### src/rtl/ams_pkg.sv
// Purpose: Shared constants and types of the mode sequencer
// Assumes: 125 MHz system clock, APB register access
// Notes:   Offsets are byte addresses of 32-bit words
package ams_pkg;

   // ==========================================================
   // Register map
   localparam logic [7:0] OFF_COMM = 8'h00;
   localparam logic [7:0] OFF_MODE = 8'h04;
   localparam logic [7:0] OFF_CONF = 8'h08;
   localparam logic [7:0] OFF_STAT = 8'h0C;
   localparam logic [7:0] OFF_DATA = 8'h10;
   localparam logic [7:0] OFF_PER = 8'h14;
   localparam logic [7:0] OFF_OFS0 = 8'h20;
   localparam logic [7:0] OFF_FSC0 = 8'h30;

   // ==========================================================
   // Reset values
   localparam logic [15:0] RST_MODE = 16'h000A;
   localparam logic [15:0] RST_CONF = 16'h0710;
   localparam logic [31:0] RST_PERIOD = 32'h0003_D090;

   // ==========================================================
   // Field positions and values
   localparam int MODE_LSB = 13;
   localparam int CLKSEL_LSB = 6;
   localparam int GAIN_LSB = 8;
   localparam int CHAN_LSB = 0;
   localparam int COMM_RDREQ = 0;
   localparam int COMM_CREAD = 1;
   localparam logic [1:0] CLKSEL_OUT = 2'h1;
   localparam logic [2:0] GAIN_ONE = 3'h0;

   // ==========================================================
   // Cycle counts
   localparam logic [2:0] CONV_N_FIRST = 3'h2;
   localparam logic [2:0] CONV_N_NEXT = 3'h1;
   localparam logic [2:0] CAL_N_STD = 3'h2;
   localparam logic [2:0] CAL_N_HI = 3'h4;
   localparam int DATA_W = 24;
   localparam int NCH_DEF = 3;
   localparam int CLK_MHZ = 125;
   localparam int SETTLE_MS = 1;
   localparam int SETTLE_CYC = SETTLE_MS * 1000 * CLK_MHZ;

   // ==========================================================
   // Modes and sequencer states
   typedef enum logic [2:0] {
      MD_CONT = 3'h0, MD_SINGLE = 3'h1, MD_IDLE = 3'h2, MD_PDOWN = 3'h3,
      MD_ZS_INT = 3'h4, MD_FS_INT = 3'h5, MD_ZS_SYS = 3'h6, MD_FS_SYS = 3'h7
   } ams_mode_e;

   typedef enum logic [2:0] {
      ST_PDOWN = 3'b000, ST_SETTLE = 3'b001, ST_CONV = 3'b011,
      ST_CAL = 3'b010, ST_IDLE = 3'b110
   } ams_state_e;

endpackage

### src/rtl/ams_shift_if.sv
// Purpose: Load handshake between sequencer and serial shifter
// Assumes: Both ends on the system clock
// Notes:   load is a one-cycle pulse
`timescale 1ns/1ps
interface ams_shift_if #(parameter int W = 24);
   logic load;
   logic [W-1:0] word;
   logic busy;
   logic done;
   modport ctrl (output load, output word, input busy, input done);
   modport shft (input load, input word, output busy, output done);
endinterface

### src/rtl/ams_tick.sv
// Purpose: Update-period tick generator
// Assumes: len_i sampled at restart and at each tick
// Notes:   tick_o is a one-cycle pulse every len_i cycles
`timescale 1ns/1ps
module ams_tick import ams_pkg::*; (
   // Clock and reset
   input wire logic clk_i,
   input wire logic rst_b_i,
   // Control
   input wire logic restart_i,
   input wire logic [31:0] len_i,
   // Event
   output logic tick_o
);
   logic [31:0] cnt;
   logic [31:0] reload;

   // Zero length behaves as one cycle
   assign reload = (len_i == 32'h0) ? 32'h0 : len_i - 32'h1;
   assign tick_o = (cnt == 32'h0) & ~restart_i;

   // Down counter
   always_ff @(posedge clk_i or negedge rst_b_i) begin
      if (!rst_b_i) begin
         cnt <= RST_PERIOD - 32'h1;
      end else if (restart_i || tick_o) begin
         cnt <= reload;
      end else begin
         cnt <= cnt - 32'h1;
      end
   end
endmodule // ams_tick

### src/rtl/ams_shift.sv
// Purpose: Serial result shifter on the system clock, stepped by host serial clock edges
// Assumes: Host clock is slow against the system clock
// Notes:   MSB first, next bit after each falling serial edge
`timescale 1ns/1ps
module ams_shift import ams_pkg::*; (
   // Clock and reset
   input wire logic clk_i,
   input wire logic rst_b_i,
   // Serial pins
   input wire logic sclk_i,
   output logic dout_o,
   // Load port
   ams_shift_if.shft sh
);
   logic sync1, sync2, sync3;
   logic [DATA_W-1:0] sreg;
   logic [5:0] left;
   logic fall;

   // Edge found only on settled copies
   assign fall = sync3 & ~sync2;
   assign sh.busy = (left != 6'h0);
   assign sh.done = fall & (left == 6'h1);

   // Two-flop synchroniser plus edge history
   always_ff @(posedge clk_i or negedge rst_b_i) begin
      if (!rst_b_i) begin
         sync1 <= 1'b1;
         sync2 <= 1'b1;
         sync3 <= 1'b1;
      end else begin
         sync1 <= sclk_i;
         sync2 <= sync1;
         sync3 <= sync2;
      end
   end

   // Shift register; a new load restarts the word
   always_ff @(posedge clk_i or negedge rst_b_i) begin
      if (!rst_b_i) begin
         sreg <= '0;
         left <= 6'h0;
         dout_o <= 1'b0;
      end else if (sh.load) begin
         sreg <= sh.word;
         left <= 6'(DATA_W);
         dout_o <= sh.word[DATA_W-1];
      end else if (fall && sh.busy) begin
         sreg <= {sreg[DATA_W-2:0], 1'b0};
         left <= left - 6'h1;
         dout_o <= sreg[DATA_W-2];
      end
   end
endmodule // ams_shift

### src/rtl/ams_seq.sv
// Purpose: Operating-mode sequencer of a sigma-delta converter
// Assumes: Filter result arrives on MOD_DATA_I; APB slave, no waits
// Notes:   Host serial clock is sampled, not used as a clock
//
// Decided for this implementation: the APB register port and the placing of the registers.
`timescale 1ns/1ps

module ams_seq import ams_pkg::*; #(
   parameter int NCH = NCH_DEF,
   parameter int SETTLE_CYCLES = SETTLE_CYC
) (
   // Clock and reset
   input wire logic CLK_I,
   input wire logic RST_B_I,
   // APB slave
   input wire logic PSEL_I,
   input wire logic PENABLE_I,
   input wire logic PWRITE_I,
   input wire logic [7:0] PADDR_I,
   input wire logic [31:0] PWDATA_I,
   output logic [31:0] PRDATA_O,
   output logic PREADY_O,
   output logic PSLVERR_O,
   // Filter result
   input wire logic [DATA_W-1:0] MOD_DATA_I,
   // Serial port
   input wire logic SCLK_I,
   output logic DOUT_O,
   output logic RDY_B_O,
   // Analog front-end control
   output logic MOD_RST_O,
   output logic MOD_CLK_EN_O,
   output logic PWR_EN_O,
   output logic CLK_OUT_EN_O,
   output logic CAL_SHORT_O,
   output logic CAL_FS_REF_O
);

   // ==========================================================
   // Registers and state
   logic [15:0] mode_reg;
   logic [15:0] conf_reg;
   logic [31:0] period;
   logic cread;
   logic [DATA_W-1:0] data_reg;
   logic rdy_b;
   logic restart_q;
   logic [DATA_W-1:0] ofs [NCH];
   logic [DATA_W-1:0] fsc [NCH];
   ams_state_e state, next_state;
   logic [2:0] cnt, need, next_need;
   logic [31:0] prdata;

   // ==========================================================
   // APB decode
   logic acc, wr, rd, setup_rd;
   logic wr_comm, wr_mode, wr_conf, wr_per, rd_data;
   logic hit_fix, hit_coef, hit;
   logic [1:0] cidx;
   logic cidx_ok;
   logic [3:0] region;

   // Access phase and register hits
   assign acc = PSEL_I & PENABLE_I;
   assign wr = acc & PWRITE_I;
   assign rd = acc & ~PWRITE_I;
   assign setup_rd = PSEL_I & ~PENABLE_I & ~PWRITE_I;
   assign region = PADDR_I[7:4];
   assign cidx = PADDR_I[3:2];
   assign cidx_ok = (32'(cidx) < NCH) && (PADDR_I[1:0] == 2'h0);
   assign hit_coef = cidx_ok &&
      (region == OFF_OFS0[7:4] || region == OFF_FSC0[7:4]);
   assign hit_fix = PADDR_I == OFF_COMM || PADDR_I == OFF_MODE ||
      PADDR_I == OFF_CONF || PADDR_I == OFF_STAT ||
      PADDR_I == OFF_DATA || PADDR_I == OFF_PER;
   assign hit = hit_fix | hit_coef;
   assign wr_comm = wr && PADDR_I == OFF_COMM;
   assign wr_mode = wr && PADDR_I == OFF_MODE;
   assign wr_conf = wr && PADDR_I == OFF_CONF;
   assign wr_per = wr && PADDR_I == OFF_PER;
   assign rd_data = rd && PADDR_I == OFF_DATA;

   // Zero-wait slave; unmapped access answers with an error
   assign PREADY_O = 1'b1;
   assign PSLVERR_O = acc & ~hit;
   assign PRDATA_O = prdata;

   // ==========================================================
   // Field views
   ams_mode_e mode_f, new_mode;
   logic [2:0] gain, chan;
   logic chan_ok;
   logic [1:0] ch;

   // Mode sits in the top three bits of the mode word
   assign mode_f = ams_mode_e'(mode_reg[MODE_LSB+:3]);
   assign new_mode = ams_mode_e'(PWDATA_I[MODE_LSB+:3]);
   assign gain = conf_reg[GAIN_LSB+:3];
   assign chan = conf_reg[CHAN_LSB+:3];
   assign chan_ok = 32'(chan) < NCH;
   assign ch = chan[1:0];

   // ==========================================================
   // Period timer and serial shifter
   logic tick, tmr_restart, restart_evt;
   logic [31:0] tmr_len;
   logic conv_done, cal_done;
   logic rdreq, sh_load;

   // A channel change or any mode write restarts the filter
   assign restart_evt = wr_mode | wr_conf;
   assign tmr_restart = restart_evt; // Settle tick reloads itself
   // Settle interval only when a single conversion is requested
   assign tmr_len = (wr_mode && new_mode == MD_SINGLE) ?
      32'(SETTLE_CYCLES) : period;

   ams_tick u_tick (
      .clk_i(CLK_I),
      .rst_b_i(RST_B_I),
      .restart_i(tmr_restart),
      .len_i(tmr_len),
      .tick_o(tick)
   );

   ams_shift_if #(.W(DATA_W)) sh ();

   ams_shift u_shift (
      .clk_i(CLK_I),
      .rst_b_i(RST_B_I),
      .sclk_i(SCLK_I),
      .dout_o(DOUT_O),
      .sh(sh)
   );

   // Result complete when the needed period count is reached
   assign conv_done = state == ST_CONV && tick && !restart_evt &&
      cnt + 3'h1 == need;
   assign cal_done = state == ST_CAL && tick && !restart_evt &&
      cnt + 3'h1 == need;

   // Continuous read beats a request in the same cycle
   assign rdreq = wr_comm & PWDATA_I[COMM_RDREQ];
   assign sh_load = (conv_done & cread) | rdreq;
   assign sh.load = sh_load;
   assign sh.word = (conv_done & cread) ? MOD_DATA_I : data_reg;

   // ==========================================================
   // Mode decode of a fresh mode word
   always_comb begin
      next_need = CONV_N_FIRST;
      case (new_mode)
         MD_CONT: next_state = ST_CONV;
         MD_SINGLE: next_state = ST_SETTLE;
         MD_IDLE: next_state = ST_IDLE;
         MD_PDOWN: next_state = ST_PDOWN;
         MD_FS_INT: begin
            next_state = ST_CAL;
            // Higher gains need the longer calibration
            next_need = (gain == GAIN_ONE) ? CAL_N_STD : CAL_N_HI;
         end
         MD_ZS_INT, MD_ZS_SYS, MD_FS_SYS: begin
            next_state = ST_CAL;
            next_need = CAL_N_STD;
         end
         default: next_state = ST_IDLE;
      endcase
   end

   // ==========================================================
   // Sequencer
   always_ff @(posedge CLK_I or negedge RST_B_I) begin
      if (!RST_B_I) begin
         state <= ST_CONV;
         cnt <= 3'h0;
         need <= CONV_N_FIRST;
      end else if (wr_mode) begin
         state <= next_state;
         cnt <= 3'h0;
         need <= next_need;
      end else if (wr_conf && state inside {ST_CONV, ST_CAL}) begin
         cnt <= 3'h0;
         need <= (state == ST_CONV) ? CONV_N_FIRST : need;
      end else begin
         case (state)
            ST_SETTLE: begin
               if (tick) begin
                  state <= ST_CONV;
                  cnt <= 3'h0;
                  need <= CONV_N_FIRST;
               end
            end
            ST_CONV: begin
               if (conv_done) begin
                  cnt <= 3'h0;
                  need <= CONV_N_NEXT;
                  if (mode_f == MD_SINGLE) begin
                     state <= ST_PDOWN;
                  end
               end else if (tick) begin
                  cnt <= cnt + 3'h1;
               end
            end
            ST_CAL: begin
               if (cal_done) begin
                  state <= ST_IDLE;
               end else if (tick) begin
                  cnt <= cnt + 3'h1;
               end
            end
            ST_IDLE, ST_PDOWN: cnt <= 3'h0;
            default: state <= ST_IDLE;
         endcase
      end
   end

   // ==========================================================
   // Host-visible registers
   always_ff @(posedge CLK_I or negedge RST_B_I) begin
      if (!RST_B_I) begin
         mode_reg <= RST_MODE;
         conf_reg <= RST_CONF;
         period <= RST_PERIOD;
         cread <= 1'b0;
         restart_q <= 1'b0;
      end else begin
         restart_q <= restart_evt;
         if (wr_mode) begin
            mode_reg <= PWDATA_I[15:0];
         end else if (cal_done) begin
            mode_reg[MODE_LSB+:3] <= MD_IDLE;
         end
         if (wr_conf) begin
            conf_reg <= PWDATA_I[15:0];
         end
         if (wr_per) begin
            period <= PWDATA_I;
         end
         if (wr_comm) begin
            cread <= PWDATA_I[COMM_CREAD];
         end
      end
   end

   // Result and done flag; a finishing conversion beats a clear
   always_ff @(posedge CLK_I or negedge RST_B_I) begin
      if (!RST_B_I) begin
         data_reg <= '0;
         rdy_b <= 1'b1;
      end else if (conv_done || cal_done) begin
         rdy_b <= 1'b0;
         if (conv_done) begin
            data_reg <= MOD_DATA_I;
         end
      end else if (wr_mode) begin
         rdy_b <= 1'b1;
      end else if (rd_data || sh.done) begin
         rdy_b <= 1'b1;
      end
   end

   // Per-channel coefficient stores
   generate
      for (genvar i = 0; i < NCH; i++) begin : g_coef
         logic sel;
         assign sel = cal_done && chan_ok && 32'(ch) == i;
         always_ff @(posedge CLK_I or negedge RST_B_I) begin
            if (!RST_B_I) begin
               ofs[i] <= '0;
               fsc[i] <= '0;
            end else if (sel) begin
               if (mode_f == MD_ZS_INT || mode_f == MD_ZS_SYS) begin
                  ofs[i] <= MOD_DATA_I;
               end else begin
                  fsc[i] <= MOD_DATA_I;
               end
            end
         end
      end
   endgenerate

   // ==========================================================
   // Read data, captured in the setup cycle
   logic [31:0] rd_mux;
   assign rd_mux =
      (PADDR_I == OFF_COMM) ? {30'h0, cread, 1'b0} :
      (PADDR_I == OFF_MODE) ? {16'h0, mode_reg} :
      (PADDR_I == OFF_CONF) ? {16'h0, conf_reg} :
      (PADDR_I == OFF_STAT) ? {25'h0, chan, state, rdy_b} :
      (PADDR_I == OFF_DATA) ? {8'h0, data_reg} :
      (PADDR_I == OFF_PER) ? period :
      (hit_coef && region == OFF_OFS0[7:4]) ? {8'h0, ofs[cidx]} :
      (hit_coef) ? {8'h0, fsc[cidx]} : 32'h0;

   always_ff @(posedge CLK_I or negedge RST_B_I) begin
      if (!RST_B_I) begin
         prdata <= 32'h0;
      end else if (setup_rd) begin
         prdata <= rd_mux;
      end
   end

   // ==========================================================
   // Front-end controls
   // Filter held in reset in idle, power-down and settling, and after restarts
   assign MOD_RST_O = restart_q ||
      state inside {ST_IDLE, ST_PDOWN, ST_SETTLE};
   assign MOD_CLK_EN_O = state != ST_PDOWN;
   assign PWR_EN_O = state != ST_PDOWN;
   assign CLK_OUT_EN_O = state != ST_PDOWN &&
      mode_reg[CLKSEL_LSB+:2] == CLKSEL_OUT;
   assign CAL_SHORT_O = state == ST_CAL && mode_f == MD_ZS_INT;
   assign CAL_FS_REF_O = state == ST_CAL && mode_f == MD_FS_INT;
   assign RDY_B_O = rdy_b;

   // Ticks seen since the last restart or settle tick, saturating
   logic [2:0] ticks_since;
   always_ff @(posedge CLK_I or negedge RST_B_I) begin
      if (!RST_B_I) begin
         ticks_since <= 3'h0;
      end else if (tmr_restart || (state == ST_SETTLE && tick)) begin
         ticks_since <= 3'h0;
      end else if (tick && ticks_since != 3'h7) begin
         ticks_since <= ticks_since + 3'h1;
      end
   end
endmodule // ams_seq

### config.mk
export PLATFORM = sky130hd
export DESIGN_NAME = ams_seq
export DESIGN_NICKNAME = d
export VERILOG_FILES = /design/src/rtl/ams_pkg.sv /design/src/rtl/ams_shift_if.sv /design/src/rtl/ams_tick.sv /design/src/rtl/ams_shift.sv /design/src/rtl/ams_seq.sv
export SDC_FILE = /design/constraint.sdc
export NUM_CORES = 1
export LEC_CHECK = 0
export ABC_AREA = 1
export BUFFER_PORTS_ARGS = -buffer_cell sky130_fd_sc_hd__buf_2
export CAP_MARGIN = 40
export CORE_MARGIN = 1
export CORE_UTILIZATION = 40
export CTS_BUF_LIST = sky130_fd_sc_hd__clkbuf_8 sky130_fd_sc_hd__clkbuf_16
export DETAILED_ROUTE_END_ITERATION = 6
export PLACE_DENSITY = 0.53
export SLEW_MARGIN = 10
export SYNTH_ARGS = -nofsm -noshare
export SYNTH_HDL_FRONTEND = slang
export SYNTH_SLANG_ARGS = --single-unit
### constraint.sdc
create_clock -name CLK_I -period 3.2 [get_ports CLK_I]
set_input_delay 0.32 -clock CLK_I [delete_from_list [all_inputs] [get_ports CLK_I]]
set_output_delay 0.32 -clock CLK_I [all_outputs]
set_load 0.05 [all_outputs]
==> qor.txt, run 1 <==
crit path from -> state[1]$_DFFE_PN1P_
Final GP Congestion -> 0.909
antenna cells -> 0
Avg Cell Area, Syn -> 7.83 sq um
# DRC -> 0
vias per inst -> 5.20
DRT Wirelength -> 57,000 microns
die area -> 44,500 sq um
R2R cell count -> 13
VDD IR max -> 0.361 mV
status -> complete, no violations
Max-cap violations -> 0
Period Utilization, post-route -> 91.3%
Leakage -> 0.00992 uW
synthesized area -> 17,500 sq um
critical path class -> reg -> out
net count after synthesis -> 2,309
fin. max-slew vios -> 0
synthesis-to-layout area growth -> 16.3%
post_cts resized -> 0
count leader, synth -> nand2_1
vias in the first global route -> 14,800
Worst Tran Pin Value -> 857 ps
cells after synthesis -> 2,232
Top Registers -> fsc x72, ofs x72
Synth Flop Type -> dfrtp_1
# fillers -> 4,362
sequential area share after synthesis -> 49.0%
Final Hold Fails -> 0
Clock Latency Late Sink -> 580 ps
setup TNS -> 0 ps
drt pass-1 iters -> 7
initial antenna violation count -> 0
CTS max path bufs -> 3
Reg-to-Reg Start -> u_tick.cnt[9]$_DFF_PN0_
startpoint types -> register
# rows -> 76
total grt overflow -> 0
WHS Path Cells -> 2
pin count of the biggest net entering global routing -> 86
root buffer cell -> clkbuf_16
Antenna Nets Post-Route -> 0
Critical Path Sink Type -> output port
Sink Count -> 341
PwrDens -> 522 nW/um^2
Initial Utilization -> 40.6%
Die Height -> 211 microns
unrepaired setup endpoints after global routing -> no
hold slack final -> 24.2 ps
WP data arrival -> 2600 ps
HPWL after DPL -> 40,400 microns
Worst R2R End -> ofs[70]$_DFFE_PN0P_
slew margin rel. -> 42.3%
Routed WL per cell -> 19.2 microns
Core Area -> 43,100 sq um
synth warn -> 0
layout cells sized above 1 -> 14.0%
final setup violation count -> 0
1st-iter DRT viols -> 1,404
Top-Level Pins -> 112
Clk pin slew, worst setup/hold paths -> 60 ps
Die Width -> 211 microns
fin nets -> 2,433
number of post-CTS setup repair buffers -> 0
first-pass GRT wire length -> 88,300 microns
worst-path fanout max -> 5
CTS buffer count -> 41
Yosys reg bits -> 341
Req. time, crit path -> 2880 ps
H-tree depth -> 2
placed cells -> 2,882
WHS Endpoint -> period[19]$_DFFE_PN0P_
R2R setup slack -> 440 ps
hold path start -> PWDATA_I[19]
min-delay worst type -> in -> reg
synth cell count leaders -> 718 x nand2_1, 311 x dfrtp_1, 295 x o21ai_0
Synth area leader -> dfrtp_1
total number of vias -> 15,400
gr usage total -> 26.1%
FMAX -> 342 MHz
final cell count without fillers -> 2,973
post-synth top area share -> 44.5%
CTS tree -> yes
Post-synth ARST share -> 100%
Final Skew -> 25.9 ps
EDFF count, synth -> 0
synth top area cells -> dfrtp_1 45%, nand2_1 15%, o21ai_0 8.4%
Port Buffer Count -> 110
Final min period -> 2920 ps
number of distinct library cells after synthesis -> 52
-- layout by cell type (no fill, tap or decap), types with 10 or more instances in the layout --
cell,Yosys,final
o41ai_1,14,14
nor2_2,11,13
inv_2,11,11
buf_2,13,109
nand4_1,24,24
nand3_1,113,107
clkbuf_16,0,42
xnor2_1,16,16
mux2_2,13,13
nor3_1,15,14
a31oi_1,17,17
nand2_1,718,717
o21ai_0,295,295
o22ai_1,11,11
nor2_4,10,10
buf_4,24,54
clkbuf_8,0,10
dfstp_2,30,30
dfrtp_1,311,311
inv_1,173,189
o221ai_1,16,16
o21ai_1,55,55
a21oi_1,34,34
o211ai_1,23,23
dlygate4sd3_1,0,16
nand3_2,4,10
nor2_1,144,142
-- per-layer routing --
metal  vias to the layer above  GRT usage, %  part of all wire (%)
li1                       7577             -                     -
met1                      7361          35.7                    45
met2                       426          42.1                    47
met3                        85          4.03                   5.1
met4                         0          8.80                   3.2
met5                         -             0                     0
-- area by class of cell --
type	instances	area, sq um	area share, %
Inverter	186	701	3.44
Tap cell	585	732	3.60
Timing Repair Buffer	188	1290	6.36
Clock buffer	52	1190	5.84
Multi-Input combinational cell	1598	7680	37.7
Sequential cell	341	8570	42.1
Clock inverter	23	176	0.867
-- timing repair --
item | in CTS | in global routing
hold endpoints to repair | 89 | 0
setup endpoints to repair | 0 | 0
hold buffers | 16 | 0
-- worst max-delay path, stage by stage (launching register included) --
cell and delay (ps):
dfstp_2 590, inv_1 70, nor2_1 190, inv_1 120, nor2_1 340, inv_1 110, nor4_1 260, buf_2 330
-- worst max path at each step --
stage                               end  slack (ps)  depth (start not counted)
5_1_grt             ofs[70]$_DFFE_PN0P_         140                         13
3_5_place_dp   u_tick.cnt[11]$_DFF_PN0_         270                         15
4_1_cts                    CAL_FS_REF_O         270                          7
3_3_place_gp   u_tick.cnt[11]$_DFF_PN0_         290                         15
6_report                   CAL_FS_REF_O         280                          7
2_1_floorplan  u_tick.cnt[28]$_DFF_PN0_         190                         22
-- report_power, final --
part | total, uW | internal (uW) | leakage, uW | switching (uW)
Clock | 4670 | 2780 | 0.000727 | 1900
Combinational | 1250 | 402 | 0.00474 | 852
Sequential | 4690 | 4530 | 0.00446 | 159
Total | 10600 | 7710 | 0.00992 | 2910
-- kinds of logic after synthesis --
| group | after synthesis | synth area share (%) |
|---|---|---|
| AOI/OAI and AO/OA | 488 | 15.6 |
| xor gates and xnor gates | 23 | 1.15 |
| adders and majority gates | 7 | 0.501 |
| buffers and inverters | 293 | 7.30 |
| DFF | 341 | 49.0 |
| muxes | 13 | 0.837 |
| other | 1 | 0.0215 |
| and+or+nand+nor | 1066 | 25.6 |
-- metrics by stage --
stage / cell area [sq um] / total power, uW / util [%] / setup WS, ps
floorplan: 17500 / 5520 / - / 190
global placement: 18800 / 5980 / 43.6 / 288
detailed placement: 18800 / 6000 / 43.7 / 270
CTS: 20300 / 10700 / 47.2 / 275
global route: 20300 / 11100 / 47.2 / 140
finish: 20300 / 10600 / 47.2 / 279
No activity file was read; power rests on OpenSTA's default activity.
==> run 2, diff against run 1 <==
--- a/config.mk
+++ b/config.mk
@@ -6,12 +6,14 @@
 export NUM_CORES = 1
 export LEC_CHECK = 0
 export ABC_AREA = 1
+export ABC_CLOCK_PERIOD_IN_PS = 3200
 export BUFFER_PORTS_ARGS = -buffer_cell sky130_fd_sc_hd__buf_2
 export CAP_MARGIN = 40
 export CORE_MARGIN = 1
 export CORE_UTILIZATION = 40
 export CTS_BUF_LIST = sky130_fd_sc_hd__clkbuf_8 sky130_fd_sc_hd__clkbuf_16
 export DETAILED_ROUTE_END_ITERATION = 6
+export HOLD_SLACK_MARGIN = 0.03
 export PLACE_DENSITY = 0.53
 export SLEW_MARGIN = 10
 export SYNTH_ARGS = -nofsm -noshare
==> qor.txt, run 2 (same netlist as run 1, synthesis figures left out) <==
status -> complete, no violations
# DRC -> 0 (unchanged)
CP peak stage delay -> 590 ps (about the same)
CTS max path bufs -> 3 (unchanged)
vias in the first global route -> 14,900 (+0.50%)
Buf+Inv Stages, Crit Path -> 4 (unchanged)
total number of vias -> 15,500 (+0.47%)
Leakage -> 0.0100 uW (+0.84%)
DRT Wirelength -> 57,100 microns (+0.19%)
PwrDens -> 518 nW/um^2 (-0.75%)
fin. max-slew vios -> 0 (unchanged)
# rows -> 76 (unchanged)
commonest non-fill, non-tap cell in the layout -> nand2_1
Seq pwr share -> 44.1% (about the same)
VDD IR max -> 0.356 mV (-1.4%)
slew margin rel. -> 44.2% (+1.9 points)
gr usage total -> 26.1% (+0.045 points)
Critical Path Sink Type -> output port
Sink Count -> 341 (unchanged)
DP Worst Slack -> 270 ps (unchanged)
min-delay worst type -> in -> reg
WP data arrival -> 2590 ps (about the same)
Gate power share -> 12.0% (+0.2 points)
Clk pin slew, worst setup/hold paths -> 60 ps (about the same)
Top Registers -> fsc x72, ofs x72
Max-cap violations -> 0 (unchanged)
Top-Level Pins -> 112 (unchanged)
root buffer cell -> clkbuf_16
layout cells sized above 1 -> 13.9% (-0.12 points)
Period Utilization, post-route -> 90.9% (-0.34 points)
final setup violation count -> 0 (unchanged)
Final Skew -> 23.6 ps (-2.30 ps)
total grt overflow -> 0 (unchanged)
Port Buffer Count -> 110 (unchanged)
Antenna Nets Post-Route -> 0 (unchanged)
startpoint types -> register
1st-iter DRT viols -> 1,361 (-3.1%)
die area -> 44,500 sq um (unchanged)
Req. time, crit path -> 2880 ps (about the same)
HPWL after DPL -> 40,400 microns (unchanged)
sw power -> 2910 uW (+0.29%)
FMAX -> 344 MHz (+0.38%)
Die Height -> 211 microns (unchanged)
Power Internal -> 7730 uW (+0.21%)
fin nets -> 2,453 (+0.82%)
most frequent CP cell -> inv_1
number of post-CTS setup repair buffers -> 0 (unchanged)
final core occ -> 47.7% (+0.46 points)
Final WS setup -> 290 ps (+11.0 ps)
critical path's slowest cell -> dfstp_2
Top delay family on crit path -> simple AND/OR/NAND/NOR gates
initial antenna violation count -> 0 (unchanged)
worst-path fanout max -> 5 (unchanged)
Net Sw Frac -> 27.4% (about the same)
pin count of the biggest net entering global routing -> 86 (unchanged)
cells along the critical path -> inv_1, nor2_1, inv_1, nor2_1, inv_1, nor4_1, buf_2
Final GP Congestion -> 0.909 (unchanged)
Final min period -> 2910 ps (-11.0 ps)
critical path class -> reg -> out
Die Width -> 211 microns (unchanged)
drt pass-1 iters -> 7 (unchanged)
CTS buffer count -> 41 (unchanged)
Worst Tran Pin Value -> 829 ps (-27.7 ps)
unrepaired setup endpoints after global routing -> no
antenna cells -> 0 (unchanged)
Clk pwr share -> 44.0% (about the same)
post_cts resized -> 0 (unchanged)
vias per inst -> 5.19 (-0.20%)
CTS tree -> yes
Core Area -> 43,100 sq um (unchanged)
synthesis-to-layout area growth -> 17.5%
cts hold-fix bufs -> 36 (+20)
Initial Utilization -> 40.6% (unchanged)
H-tree depth -> 2 (unchanged)
Final Hold Fails -> 0 (unchanged)
first-pass GRT wire length -> 88,500 microns (+0.26%)
commonest cells after routing, fill and taps aside -> 717 x nand2_1, 311 x dfrtp_1, 295 x o21ai_0, 189 x inv_1, 142 x nor2_1
Clock Latency Late Sink -> 580 ps (about the same)
Routed WL per cell -> 19.1 microns (-0.48%)
setup TNS -> 0 ps (unchanged)
-- run 2: cell types whose count changed in the layout (fill, tap and decap cells not counted) --
| cell | before | now |
|---|---|---|
| dlygate4sd3_1 | 16 | 36 |
-- run 2: path summary, 6_finish.rpt --
check                                        start                       end  slack (ps)  cells past startpoint
hold / removal                         PWDATA_I[4]   conf_reg[4]$_DFFE_PN1P_          50                      3
hold reg to reg            u_shift.sync1$_DFF_PN1_   u_shift.sync2$_DFF_PN1_         350                      0
setup / recovery              state[1]$_DFFE_PN1P_              CAL_FS_REF_O         290                      7
min in group asynchronous                  RST_B_I  u_tick.cnt[24]$_DFF_PN0_         320                      2
setup reg to reg           u_tick.cnt[9]$_DFF_PN0_       ofs[70]$_DFFE_PN0P_         440                     13
max in group asynchronous                  RST_B_I  PRDATA_O[18]$_DFFE_PN0P_        1930                      3
-- run 2: layer usage --
| metal | wire length, microns | global-route usage [%] | up-vias |
|---|---|---|---|
| met5 | 0 | 0 | - |
| met4 | 1830 | 8.90 | 0 |
| met3 | 2870 | 4.04 | 83 |
| met2 | 26800 | 42.3 | 441 |
| met1 | 25700 | 35.7 | 7386 |
| li1 | - | - | 7612 |
-- run 2: power groups by stage --
stage	sequential, uW	clock (uW)	combinational, uW
global placement	4750	0	1230
CTS	4680	4800	1280
detailed placement	4760	0	1240
global route	4710	4960	1420
floorplan	4740	0	773
finish	4690	4680	1270
-- run 2: per-stage QoR --
stage	cells	area, sq um	hold slack [ps]	power, uW
4_1_cts	2993	20500	31.1	10800
3_5_place_dp	2882	18800	348	6000
3_3_place_gp	2881	18800	346	5980
5_1_grt	2993	20500	44.0	11100
2_1_floorplan	2232	17500	24.4	5520
6_report	2993	20500	53.1	10600
-- run 2: worst register-to-register path, delay by kind of cell (launching register included) --
| family | cells | cell delay, ps |
|---|---|---|
| DFF | 1 | 430 |
| buffers and inverters | 2 | 370 |
| AOI/OAI and AO/OA | 1 | 90 |
| and+or+nand+nor | 10 | 1720 |
-- run 2: final cells by class --
class	instances	area, sq um
fillers	4353	22500
flip-flops and latches	341	8570
multi-input cells	1598	7680
repair buffers	208	1490
clock buffers	52	1190
well taps	585	732
inverters	186	701
clock inverters	23	176
